$ cat src/include/spcc_pkg.sv
package spcc_pkg;
    // mode pins {select, enable_n, power_off_n}
    localparam logic [2:0] SPCC_PINS_PRESET = 3'h7;
    localparam logic [2:0] SPCC_PINS_START  = 3'h3;
    localparam logic [2:0] SPCC_PINS_RUN    = 3'h1;
    localparam logic [2:0] SPCC_PINS_COAST  = 3'h0;
    localparam logic [2:0] SPCC_PINS_BRAKE  = 3'h4;
    localparam logic [2:0] SPCC_PINS_CAL    = 3'h6;

    typedef enum logic [2:0] {
        SPCC_MODE_PRESET,
        SPCC_MODE_START,
        SPCC_MODE_RUN,
        SPCC_MODE_COAST,
        SPCC_MODE_BRAKE,
        SPCC_MODE_CAL,
        SPCC_MODE_TEST
    } spcc_mode_e;

    localparam logic [2:0] SPCC_STATE_PRESET = 3'h0;
    localparam logic [2:0] SPCC_STATE_FIRST  = 3'h1;
    localparam logic [2:0] SPCC_STATE_LAST   = 3'h6;

    // drive word order {ul, vl, wl, uh, vh, wh}
    localparam logic [5:0] SPCC_DRV_OFF = 6'h00;
    localparam logic [5:0] SPCC_DRV_S1  = 6'h22;
    localparam logic [5:0] SPCC_DRV_S2  = 6'h21;
    localparam logic [5:0] SPCC_DRV_S3  = 6'h11;
    localparam logic [5:0] SPCC_DRV_S4  = 6'h14;
    localparam logic [5:0] SPCC_DRV_S5  = 6'h0C;
    localparam logic [5:0] SPCC_DRV_S6  = 6'h0A;
    localparam logic [5:0] SPCC_DRV_BRK = 6'h07;
    localparam logic [5:0] SPCC_LOW_MASK = 6'h38;

    localparam int unsigned SPCC_CLK_HZ       = 10_000_000;
    localparam int unsigned SPCC_OFF_TIME_NS  = 20_000;
    localparam int unsigned SPCC_OFF_CYCLES   = (SPCC_OFF_TIME_NS * (SPCC_CLK_HZ / 1_000_000) + 999) / 1000;
    localparam int unsigned SPCC_VCO_DIV      = 12;
    localparam logic [15:0] SPCC_VCO_IDLE_DEF = 16'h0100;
    localparam logic [15:0] SPCC_VCO_MIN_PER  = 16'h0004;
endpackage

$ cat src/spcc_ctrl.sv
`timescale 1ns/100ps
// Function
// - start: over-limit fires one-shot disabling low-side drives for fixed off time
// - vco held in reset during open-loop start
// - run: vco output advances commutation, not the advance input
// - run: phase error is undriven minus driven mean, inverted alternate cycles
// - early commutation gives rising positive error raising vco frequency
// - run: status output shows vco or vco divided by six
// - run: over-limit fires one-shot, all low-side gates pulled low
// - coast: all drivers off, tachometer routed to status output
// - brake: all three high-side drivers on together
// - calibration: comparator sees internal reference, its state on status output
// - state 0 all off; states 1..6 enable the tabled driver pairs
// - start: advance on each rising edge of advance input
// - mode decoded from select, enable_n, power_off_n pins per table
// - status output selected per mode as tabulated
module spcc_ctrl #(
    parameter int unsigned OFF_CYCLES = spcc_pkg::SPCC_OFF_CYCLES,
    parameter int unsigned VCO_DIV    = spcc_pkg::SPCC_VCO_DIV
) (
    input  wire logic        clk_i,
    input  wire logic        nrst_i,
    input  wire logic        sense_input_select_i,
    input  wire logic        mode_enable_n_i,
    input  wire logic        spindle_power_off_n_i,
    input  wire logic        advance_i,
    input  wire logic        pwm_drive_i,
    input  wire logic        sense_over_limit_i,
    input  wire logic        cal_over_limit_i,
    input  wire logic        tach_i,
    input  wire logic        phase_early_i,
    input  wire logic        phase_late_i,
    output logic             u_low_drive_o,
    output logic             v_low_drive_o,
    output logic             w_low_drive_o,
    output logic             u_high_drive_o,
    output logic             v_high_drive_o,
    output logic             w_high_drive_o,
    output logic             status_mux_out_o,
    output logic             vco_out_o,
    output logic             phase_invert_o,
    output logic             cal_reference_sel_o,
    output logic [2:0]       comm_state_o
);
    import spcc_pkg::*;

    logic sel_s, en_n_s, pwr_n_s, adv_s, pwm_s, sns_s, cal_s, tach_s, early_s, late_s;

    spcc_sync u_sy0 (.clk_i(clk_i), .nrst_i(nrst_i), .d_i(sense_input_select_i),  .q_o(sel_s));
    spcc_sync u_sy1 (.clk_i(clk_i), .nrst_i(nrst_i), .d_i(mode_enable_n_i),       .q_o(en_n_s));
    spcc_sync u_sy2 (.clk_i(clk_i), .nrst_i(nrst_i), .d_i(spindle_power_off_n_i), .q_o(pwr_n_s));
    spcc_sync u_sy3 (.clk_i(clk_i), .nrst_i(nrst_i), .d_i(advance_i),             .q_o(adv_s));
    spcc_sync u_sy4 (.clk_i(clk_i), .nrst_i(nrst_i), .d_i(pwm_drive_i),           .q_o(pwm_s));
    spcc_sync u_sy5 (.clk_i(clk_i), .nrst_i(nrst_i), .d_i(sense_over_limit_i),    .q_o(sns_s));
    spcc_sync u_sy6 (.clk_i(clk_i), .nrst_i(nrst_i), .d_i(cal_over_limit_i),      .q_o(cal_s));
    spcc_sync u_sy7 (.clk_i(clk_i), .nrst_i(nrst_i), .d_i(tach_i),                .q_o(tach_s));
    spcc_sync u_sy8 (.clk_i(clk_i), .nrst_i(nrst_i), .d_i(phase_early_i),         .q_o(early_s));
    spcc_sync u_sy9 (.clk_i(clk_i), .nrst_i(nrst_i), .d_i(phase_late_i),          .q_o(late_s));

    spcc_mode_e mode;
    logic       adv_d;
    logic       adv_rise;
    logic       vco_tick;
    logic       step;
    logic       comparator;

    always_comb begin
        case ({sel_s, en_n_s, pwr_n_s})
            SPCC_PINS_PRESET: mode = SPCC_MODE_PRESET;
            SPCC_PINS_START:  mode = SPCC_MODE_START;
            SPCC_PINS_RUN:    mode = SPCC_MODE_RUN;
            SPCC_PINS_COAST:  mode = SPCC_MODE_COAST;
            SPCC_PINS_BRAKE:  mode = SPCC_MODE_BRAKE;
            SPCC_PINS_CAL:    mode = SPCC_MODE_CAL;
            default:          mode = SPCC_MODE_TEST;
        endcase
    end

    wire logic vco_held = (mode == SPCC_MODE_START);
    wire logic sm_reset = (mode == SPCC_MODE_PRESET) || (mode == SPCC_MODE_BRAKE)
                          || (mode == SPCC_MODE_CAL);
    wire logic vco_runs = (mode == SPCC_MODE_RUN) || (mode == SPCC_MODE_COAST);

    // calibration swaps the comparator onto the internal reference
    assign comparator = (mode == SPCC_MODE_CAL) ? cal_s : sns_s;

    always_ff @(posedge clk_i or negedge nrst_i) begin
        if (!nrst_i) begin
            adv_d <= 1'b0;
        end else begin
            adv_d <= adv_s;
        end
    end
    assign adv_rise = adv_s && !adv_d;

    // vco model: period counter trimmed by phase error
    logic [15:0] vco_period;
    logic [15:0] vco_cnt;

    always_ff @(posedge clk_i or negedge nrst_i) begin
        if (!nrst_i) begin
            vco_period <= SPCC_VCO_IDLE_DEF;
        end else if (!vco_runs) begin
            vco_period <= SPCC_VCO_IDLE_DEF;
        end else if (vco_tick && early_s && !late_s && vco_period > SPCC_VCO_MIN_PER) begin
            vco_period <= vco_period - 16'h0001;
        end else if (vco_tick && late_s && !early_s && vco_period != 16'hFFFF) begin
            vco_period <= vco_period + 16'h0001;
        end
    end

    always_ff @(posedge clk_i or negedge nrst_i) begin
        if (!nrst_i) begin
            vco_cnt <= 16'h0000;
        end else if (vco_held) begin
            vco_cnt <= 16'h0000;
        end else if (vco_cnt + 16'h0001 >= vco_period) begin
            vco_cnt <= 16'h0000;
        end else begin
            vco_cnt <= vco_cnt + 16'h0001;
        end
    end
    // idle vco still runs in preset so its frequency can be measured
    assign vco_tick = !vco_held && (vco_cnt + 16'h0001 >= vco_period);

    always_comb begin
        case (mode)
            SPCC_MODE_START: step = adv_rise;
            SPCC_MODE_RUN:   step = vco_tick;
            SPCC_MODE_COAST: step = vco_tick;
            default:         step = 1'b0;
        endcase
    end

    logic [2:0] state;

    always_ff @(posedge clk_i or negedge nrst_i) begin
        if (!nrst_i) begin
            state <= SPCC_STATE_PRESET;
        end else if (sm_reset) begin
            state <= SPCC_STATE_PRESET;
        end else if (step) begin
            if (state == SPCC_STATE_LAST || state == SPCC_STATE_PRESET) begin
                state <= SPCC_STATE_FIRST;
            end else begin
                state <= state + 3'h1;
            end
        end
    end

    // inversion flips every run-mode commutation step for positive error pulses; held clear in start and coast
    logic inv;
    always_ff @(posedge clk_i or negedge nrst_i) begin
        if (!nrst_i) begin
            inv <= 1'b0;
        end else if (mode != SPCC_MODE_RUN) begin
            inv <= 1'b0;
        end else if (step) begin
            inv <= ~inv;
        end
    end

    // one-shot: retriggerless fixed off time
    localparam int unsigned OS_W = $clog2(OFF_CYCLES + 1);
    logic [OS_W-1:0] os_cnt;
    wire logic os_active = (os_cnt != '0);
    wire logic os_fire = comparator && !os_active
                         && ((mode == SPCC_MODE_START) || (mode == SPCC_MODE_RUN));

    always_ff @(posedge clk_i or negedge nrst_i) begin
        if (!nrst_i) begin
            os_cnt <= '0;
        end else if (os_fire) begin
            os_cnt <= OS_W'(OFF_CYCLES);
        end else if (os_active) begin
            os_cnt <= os_cnt - OS_W'(1);
        end
    end

    // vco output divided by six: div_sq toggles every six vco ticks, a twelve-tick period
    localparam int unsigned DV_W = $clog2(VCO_DIV);
    logic [DV_W-1:0] div_cnt;
    logic            vco_sq;
    logic            div_sq;

    always_ff @(posedge clk_i or negedge nrst_i) begin
        if (!nrst_i) begin
            vco_sq  <= 1'b0;
            div_cnt <= '0;
            div_sq  <= 1'b0;
        end else if (vco_held) begin
            vco_sq  <= 1'b0;
            div_cnt <= '0;
            div_sq  <= 1'b0;
        end else if (vco_tick) begin
            vco_sq <= ~vco_sq;
            if (div_cnt == DV_W'(VCO_DIV / 2 - 1)) begin
                div_cnt <= '0;
                div_sq  <= ~div_sq;
            end else begin
                div_cnt <= div_cnt + DV_W'(1);
            end
        end
    end

    logic [5:0] table_word;
    always_comb begin
        case (state)
            3'h1:    table_word = SPCC_DRV_S1;
            3'h2:    table_word = SPCC_DRV_S2;
            3'h3:    table_word = SPCC_DRV_S3;
            3'h4:    table_word = SPCC_DRV_S4;
            3'h5:    table_word = SPCC_DRV_S5;
            3'h6:    table_word = SPCC_DRV_S6;
            default: table_word = SPCC_DRV_OFF;
        endcase
    end

    logic [5:0] next_drive;
    always_comb begin
        case (mode)
            SPCC_MODE_START, SPCC_MODE_RUN: begin
                next_drive = table_word;
                if (os_fire || os_active || !pwm_s) begin
                    next_drive = table_word & ~SPCC_LOW_MASK;
                end
            end
            SPCC_MODE_BRAKE: next_drive = SPCC_DRV_BRK;
            default:         next_drive = SPCC_DRV_OFF;
        endcase
    end

    logic next_status;
    always_comb begin
        case (mode)
            SPCC_MODE_PRESET: next_status = vco_sq;
            SPCC_MODE_RUN:    next_status = adv_s ? vco_sq : div_sq;
            SPCC_MODE_START:  next_status = comparator;
            SPCC_MODE_CAL:    next_status = comparator;
            SPCC_MODE_COAST:  next_status = tach_s;
            default:          next_status = 1'b0;
        endcase
    end

    always_ff @(posedge clk_i or negedge nrst_i) begin
        if (!nrst_i) begin
            {u_low_drive_o, v_low_drive_o, w_low_drive_o} <= 3'h0;
            {u_high_drive_o, v_high_drive_o, w_high_drive_o} <= 3'h0;
            status_mux_out_o    <= 1'b0;
            vco_out_o           <= 1'b0;
            phase_invert_o      <= 1'b0;
            cal_reference_sel_o <= 1'b0;
            comm_state_o        <= SPCC_STATE_PRESET;
        end else begin
            {u_low_drive_o, v_low_drive_o, w_low_drive_o,
             u_high_drive_o, v_high_drive_o, w_high_drive_o} <= next_drive;
            status_mux_out_o    <= next_status;
            vco_out_o           <= vco_sq;
            phase_invert_o      <= inv;
            cal_reference_sel_o <= (mode == SPCC_MODE_CAL);
            comm_state_o        <= state;
        end
    end

    // brake mode drives exactly the three high sides, one cycle after decode
    property p_brake_high;
        @(posedge clk_i) disable iff (!nrst_i)
        (mode == SPCC_MODE_BRAKE) |=> (u_high_drive_o && v_high_drive_o && w_high_drive_o
                                       && !u_low_drive_o && !v_low_drive_o && !w_low_drive_o);
    endproperty
    a_brake_high: assert property (p_brake_high) else $error("brake drive wrong");

    property p_coast_off;
        @(posedge clk_i) disable iff (!nrst_i)
        (mode == SPCC_MODE_COAST) |=> ({u_low_drive_o, v_low_drive_o, w_low_drive_o,
                                        u_high_drive_o, v_high_drive_o, w_high_drive_o} == 6'h00)
                                      && (status_mux_out_o == $past(tach_s));
    endproperty
    a_coast_off: assert property (p_coast_off) else $error("coast output wrong");

    property p_oneshot_low;
        @(posedge clk_i) disable iff (!nrst_i)
        os_fire |=> !u_low_drive_o && !v_low_drive_o && !w_low_drive_o && os_active;
    endproperty
    a_oneshot_low: assert property (p_oneshot_low) else $error("low side not cut");

    property p_oneshot_len;
        @(posedge clk_i) disable iff (!nrst_i)
        os_fire |=> (os_cnt == OS_W'(OFF_CYCLES));
    endproperty
    a_oneshot_len: assert property (p_oneshot_len) else $error("off time wrong");

    property p_reset_state;
        @(posedge clk_i) disable iff (!nrst_i)
        sm_reset |=> (state == SPCC_STATE_PRESET);
    endproperty
    a_reset_state: assert property (p_reset_state) else $error("state not cleared");

    property p_wrap;
        @(posedge clk_i) disable iff (!nrst_i)
        (step && !sm_reset && state == SPCC_STATE_LAST) |=> (state == SPCC_STATE_FIRST);
    endproperty
    a_wrap: assert property (p_wrap) else $error("no wrap to state one");

    property p_start_no_vco;
        @(posedge clk_i) disable iff (!nrst_i)
        (mode == SPCC_MODE_START) |-> (!vco_tick && (step == adv_rise)) ##1 !vco_sq;
    endproperty
    a_start_no_vco: assert property (p_start_no_vco) else $error("vco runs in start");

    property p_run_step;
        @(posedge clk_i) disable iff (!nrst_i)
        (mode == SPCC_MODE_RUN) |-> (step == vco_tick);
    endproperty
    a_run_step: assert property (p_run_step) else $error("run step source wrong");

    property p_state2;
        @(posedge clk_i) disable iff (!nrst_i)
        (state == 3'h2 && mode == SPCC_MODE_RUN && pwm_s && !os_active && !os_fire)
            |=> u_low_drive_o && w_high_drive_o && !v_high_drive_o;
    endproperty
    a_state2: assert property (p_state2) else $error("state two drive wrong");

    property p_invert;
        @(posedge clk_i) disable iff (!nrst_i)
        (mode == SPCC_MODE_RUN && step) |=> (inv != $past(inv));
    endproperty
    a_invert: assert property (p_invert) else $error("invert not toggled");
endmodule // spcc_ctrl

$ cat src/spcc_sync.sv
`timescale 1ns/100ps
// two-flop synchroniser for one pin level
module spcc_sync (
    input  wire logic clk_i,
    input  wire logic nrst_i,
    input  wire logic d_i,
    output logic      q_o
);
    logic meta;

    always_ff @(posedge clk_i or negedge nrst_i) begin
        if (!nrst_i) begin
            meta <= 1'b0;
            q_o  <= 1'b0;
        end else begin
            meta <= d_i;
            q_o  <= meta;
        end
    end
endmodule // spcc_sync

$ cat config.mk
export PLATFORM = sky130hd
export DESIGN_NAME = spcc_ctrl
export DESIGN_NICKNAME = d
export VERILOG_FILES = /design/src/include/spcc_pkg.sv /design/src/spcc_ctrl.sv /design/src/spcc_sync.sv
export SDC_FILE = /design/constraint.sdc
export NUM_CORES = 1
export LEC_CHECK = 0
export ABC_AREA = 1
export BUFFER_PORTS_ARGS = -buffer_cell sky130_fd_sc_hd__buf_2
export CAP_MARGIN = 20
export CORE_AREA = 5 5 116 118
export CTS_CLUSTER_DIAMETER = 120
export CTS_CLUSTER_SIZE = 14
export DETAILED_ROUTE_END_ITERATION = 8
export DIE_AREA = 0 0 121 123
export SYNTH_ARGS = -nofsm -noshare
export SYNTH_HDL_FRONTEND = slang
export SYNTH_SLANG_ARGS = --single-unit
$ cat constraint.sdc
create_clock -name clk_i -period 4.2 [get_ports clk_i]
set_clock_uncertainty 0.15 [all_clocks]
set_input_delay 0.84 -clock clk_i [delete_from_list [all_inputs] [get_ports clk_i]]
set_output_delay 0.84 -clock clk_i [all_outputs]
set_load 0.01 [all_outputs]
==> results of run 1 <==
==> worst paths after layout <==
| kind | to | slack, ps |
|---|---|---|
| min in group asynchronous | vco_period[3] | 260 |
| max | vco_period[8] | -20 |
| max reg2reg | vco_period[8] | -20 |
| min | u_sy7.q_o | 200 |
| min reg2reg | u_sy7.q_o | 200 |
| max in group asynchronous | vco_period[8] | 3010 |
==> worst register-to-register path: cells and delay by family, from the launching register on <==
family	cells	cell delay, ps
simple gates	16	2120
fa+ha+maj	2	490
compound gates	4	410
buf+inv	4	410
flops	1	370
xor+xnor	1	210
==> sequential cells by signal, indices dropped and copies added, names as in the netlist, 3 cells and up <==
register,flops
vco_cnt,16
div_cnt,4
comm_state_o,3
vco_period,16
state,3
os_cnt,8
==> cell type report <==
class / count / area, sq um / share of cell area [%]
clock buffers: 10 / 229 / 3.62
clock inverters: 6 / 71.3 / 1.13
inverters: 89 / 334 / 5.28
multi-input cells: 374 / 2750 / 43.5
flip-flops and latches: 84 / 2100 / 33.2
well taps: 172 / 215 / 3.40
repair buffers: 82 / 622 / 9.83
==> cells by family (layout without fill, tap and decap cells) <==
family | count (synthesis) | count (layout)
AOI/OAI and AO/OA | 88 | 88
buffers and inverters | 93 | 187
adders and majority gates | 37 | 37
xor gates and xnor gates | 19 | 19
DFF | 84 | 84
and+or+nand+nor | 230 | 230
==> routing by layer <==
layer	vias up	GRT usage, %	wire, um
met5	-	0	0
met4	0	8.07	435
met3	32	2.56	434
met2	93	25.5	5730
met1	1923	19.6	5020
li1	1980	-	-
==> cell usage after synthesis (2+ instances only) <==
cell	count
dfrtp_1	83
xor2_1	14
nor3_1	13
inv_1	77
nand3_2	2
a31oi_1	2
nand2_1	102
ha_1	36
a21oi_1	34
inv_2	12
nor2_1	51
nand4_1	9
nor2_2	2
o21bai_1	4
o31ai_1	3
xnor2_1	5
o21ai_1	11
nand3_1	33
a21o_1	2
nor2_4	2
buf_2	2
or2_1	2
o22ai_1	9
o21ai_0	17
nand2_2	4
==> where the power goes <==
part           internal, uW  switching (uW)
Combinational           331             437
Sequential              920            83.4
Clock                   468             332
Total                  1720             853
==> stage by stage <==
stage	utilization, %	total power (uW)	hold slack (ps)
after floorplan	-	1430	181
after global placement	41.8	1610	183
after detailed placement	41.8	1630	186
after CTS	48.3	2530	197
after global routing	51.2	2750	201
final	51.2	2570	197
==> timing repair <==
action                                  4_1_cts  5_1_grt
pin swaps                                    29       49
gates resized for setup                      49       68
setup buffers                                27        6
gates cloned                                  1        0
endpoints found under the setup margin       11       13
hold buffers                                  0        0
==> results.cfg, run 1 <==
[yosys]
synth_cell_type_count = 45
synth-async-reset-ratio_pct = 100
synth_area_sq_um = 4640
synth-compound-area-share_pct = 10.6
synth_area_leaders = dfrtp_1 45%, ha_1 9.7%, nand2_1 8.3%
synth_top_area_share_pct = 44.8
synthMuxAreaShare_pct = 0
synth-seq-cells = 84
netlist_instances = 551
synth_flop_cell = dfrtp_1
yosysSeqAreaShare_pct = 45.3
yosysWarnings = 0
synthXorXnorAreaFrac_pct = 3.59
synth_nets = 600
synth-edff-count = 0
synth_top_family_by_area = simple AND/OR/NAND/NOR gates
synthSimpleGateAreaFrac_pct = 22.6
synth_adder_area_share_pct = 10.1
synth.largest_area_cell = dfrtp_1
avgSynthCellArea_sq_um = 8.42

[critical_path]
worstSetupPathType = flop to flop
cpMostUsedCell = nand3_2
crit_cells = 27
crit_slowest_cell = dfrtp_1
cpPeakStageDelay_ps = 370
cp.buffers_inverters = 4
startpoint = vco_cnt[0]
critPathCaptureType = flop
critical_path.top_delay_family = simple AND/OR/NAND/NOR gates
cp_max_fo = 7
reg2regPathDepth = 27
required_ps = 4310
r2r_start = vco_cnt[0]
worst_ep_arrival_time_ps = 4330
startpoint_type = flop

[worst_hold_path]
hold_path_startpoint = u_sy7.meta
worstHoldPathCells = 0
hold_class = flop to flop

[floorplanning]
core_sq_um = 12400
die_width_um = 121
start_util_pct = 37.5
die_height_um = 123
ios = 25
rows = 41
dieArea_sq_um = 14900

[finish]
areaGrowthSynthToFinish_pct = 36.3
drive_gt1_share_pct = 32.9
fin_nets = 689
fillCellCount = 1122
final_cell_mix = 86 x nand2_1, 83 x dfrtp_1, 69 x inv_1
finish.instance_area_sq_um = 6330
final_cells = 817
diodes = 0
final_common_cell = nand2_1

[sta]
grt_setup_unrepaired = true
setup_tns_ps = -18.9
layout_min_cycle_time_ps = 4220
fmax_ghz = 0.237
timing.slew.headroom_pct = 40.7
slew_violations = 0
worst_pin_slew_ps = 886
fin_crit_sh_pct = 100
finalWorstSetupSlack_ps = -18.9
finalSetupViolCount = 1
hold_viol_final = 0

[grt]
grt_overflow = 0
grt_pass1_wl_mm = 18.4
grt_pass1_vias = 4027
antenna_found_initial = 0
grt_usage_pct = 15.4
grt_max_degree = 85

[routing]
wl_mm = 11.6
route.detailed.drc = 0
first_iter_violations = 131
vias = 4028
wl_per_cell_um = 14.2
drtPass1Iterations = 4
vias_per_cell = 4.93
ant_nets = 0

[power]
p_per_area_nw_per_um2 = 407
p_leak_uw = 0.00309
ir_drop_mv = 0.228

[placement]
place_area_sq_um = 5170
place_hpwl_mm = 7.54
gp_congestion = 0.861
pre_cts_ws_ps = -182
place_inst = 770
port-buffer-count = 24

[job]
cap_violations = 0

[clock_tree]
clk_latency_ps = 330
numCtsBuffers = 9
htreeDepth = 3
clk_pin_slew_ps = 60
cts_tree = built
cts_root_buf = clkbuf_16
clock-sinks = 84
cts_buffer_depth = 2

[run_status]
status = complete, but fails checks
violations = negative setup slack
No activity file was read; power rests on OpenSTA's default activity.
==> inputs of run 2 (changes only) <==
ABC_AREA = default   (was 1)
CORE_AREA = 5 5 120 122   (was 5 5 116 118)
DIE_AREA = 0 0 125 127   (was 0 0 121 123)
==> run 2 against run 1 <==
The run still ends with negative setup slack left. Core utilization is 0.78 points lower. Count of clock-buffer cells in the layout unchanged. Die area up 6.7%. Clock power up 4.2%. Critical path depth is 9 lower. Critical endpoint is now vco_period[15]. Via count shrank 0.67%.
==> results.cfg, run 2 <==
[worst_hold_path]
hold_class = flop to flop

[routing]
vias_per_cell = 5.12
route.detailed.drc = 0
vias = 4001
ant_nets = 0
drtPass1Iterations = 4
first_iter_violations = 207
wl_mm = 11.8
wl_per_cell_um = 15.0

[power]
p_per_area_nw_per_um2 = 335
p_seq_share_pct = 42.5
p_leak_uw = 0.00302
switching_share_pct = 28.9
intPower_uw = 1570
ir_drop_mv = 0.312
switchingPower_uw = 638
pwr-share-comb_pct = 19.7
clkPwrFrac_pct = 37.8

[sta]
worst_pin_slew_ps = 916
hold_viol_final = 0
layout_min_cycle_time_ps = 4340
hold_slack_ps = 198
fin_crit_sh_pct = 103
finalWorstSetupSlack_ps = -138
slew_violations = 0
finalSetupViolCount = 7
grt_setup_unrepaired = true
fmax_ghz = 0.231
timing.slew.headroom_pct = 38.9

[placement]
place_inst = 755
gp_congestion = 0.843
pre_cts_ws_ps = -411
place_area_sq_um = 6020
port-buffer-count = 24
place_hpwl_mm = 8.63

[finish]
finish.instance_area_sq_um = 6600
fin_nets = 650
areaGrowthSynthToFinish_pct = 30.7
diodes = 0
fillCellCount = 1177
final_cell_mix = 84 x buf_4, 83 x dfrtp_1, 44 x nand2_1
final_cells = 782
top_regs = vco_cnt (16), vco_period (16), os_cnt (8)
drive_gt1_share_pct = 32.3
final_common_cell = buf_4
final_core_util_pct = 50.4

[clock_tree]
cts_root_buf = clkbuf_16
cts_buffer_depth = 2
htreeDepth = 3
clk_latency_ps = 350
cts_tree = built
numCtsBuffers = 9
clk_pin_slew_ps = 70
clock-sinks = 84

[grt]
grt_pass1_wl_mm = 19.9
grt_pass1_vias = 4067
grt_max_degree = 71
antenna_found_initial = 0
grt_usage_pct = 15.4
grt_overflow = 0

[yosys]
synth_top_cells_by_count = 83 x dfrtp_1, 48 x nand2_1, 36 x ha_1, 29 x inv_1, 25 x nor2_1
synth.largest_area_cell = dfrtp_1
synth_top_area_share_pct = 41.2
synth-edff-count = 0
synth_area_leaders = dfrtp_1 41%, ha_1 8.9%, nand2_1 3.6%
synth.most_common_cell = dfrtp_1
synth-seq-cells = 84
synth_area_sq_um = 5050
yosysWarnings = 0
synth_cell_type_count = 73
netlist_instances = 492
synth_nets = 541
synth_flop_cell = dfrtp_1
synth-async-reset-ratio_pct = 100
avgSynthCellArea_sq_um = 10.3
yosysSeqAreaShare_pct = 41.7

[floorplanning]
rows = 42
die_height_um = 127
start_util_pct = 38.6
die_width_um = 125
dieArea_sq_um = 15900
core_sq_um = 13100
ios = 25

[critical_path]
required_ps = 4330
worst_ep_arrival_time_ps = 4460
startpoint_type = flop
cp_max_fo = 6
worstSetupPathType = flop to flop
critPathCaptureType = flop

[run_status]
violations = negative setup slack
status = complete, but fails checks

[job]
cap_violations = 0
[run 2: cell types whose count changed in the layout (fill, tap and decap cells not counted), moves of 8 or more]
cell and change:
inv_1 -41, xnor2_1 +9, buf_4 +33, inv_2 -19, nand2_2 -14, nand3_2 -9, a21oi_2 -8, nor2b_1 +10
nor2_1 -26, nand2_1 -42, mux2i_1 +17
[run 2: critical path, cell delays in order (launching register included)]
cell and delay, ps:
dfrtp_1 370, nand3_2 90, or2_4 270, or4_4 550, xnor2_4 180, ha_4 240
a21oi_2 180, o21ai_4 80, a21o_2 220, nand2_4 110, a21oi_4 70, buf_12 170
ha_4 300, nand3_2 70, o211ai_1 380, a21o_1 230, a31o_4 170, mux2_2 330
nand4_1 80
[run 2: cell type report]
class / instances / area (sq um) / area share (%)
Inverter: 29 / 109 / 1.65
Sequential cell: 84 / 2100 / 31.9
Timing Repair Buffer: 109 / 786 / 11.9
Clock inverter: 6 / 75.1 / 1.14
Multi-Input combinational cell: 368 / 3060 / 46.4
Clock buffer: 10 / 239 / 3.62
Tap cell: 176 / 220 / 3.34
[run 2: cells by family (layout without fill, tap and decap cells)]
kind of cell	Yosys count	in the layout	share of synthesized area, %
mux	21	21	4.26
fa+ha+maj	37	37	9.32
compound gates	96	97	14.7
xor+xnor	25	25	4.34
buf+inv	41	154	3.97
flops	84	84	41.7
simple gates	188	188	21.7
[run 2: what timing repair did]
item / 4_1_cts / 5_1_grt
cloned: 1 / 0
hold buffers: 0 / 0
pin swaps: 8 / 13
gates resized for setup: 15 / 14
setup endpoints to repair: 10 / 10
buffers inserted: 6 / 4
[run 2: path summary, 6_finish.rpt]
kind,from,endpoint,slack [ps],cells after the start
worst max-delay path,vco_cnt[7],vco_period[15],-140,18
worst min-delay path,u_sy8.meta,u_sy8.q_o,200,0
worst max register to register,vco_cnt[7],vco_period[15],-140,18
worst min register to register,u_sy8.meta,u_sy8.q_o,200,0
max in group asynchronous,nrst_i,w_low_drive_o,2680,2
min in group asynchronous,nrst_i,vco_period[10],480,1
[run 2: through the flow]
step                total power, uW  TNS, ps
floorplan                      1230     -826
global placement               1370    -1500
detailed placement             1380    -2380
CTS                            2240     -772
global route                   2330    -2490
finish                         2210     -787
[run 2: layer usage]
layer / track usage [%] / part of all wire, %
met1: 19.9 / 46
met2: 24.5 / 47
met4: 7.59 / 3.2
met5: 0 / 0
met3: 3.63 / 3.9
[run 2: power by group through the flow]
stage	Clock (uW)	Sequential (uW)	Combinational (uW)
floorplan	0	948	278
global placement	0	948	421
detailed placement	0	954	429
CTS	864	938	437
global route	893	947	488
finish	835	938	434
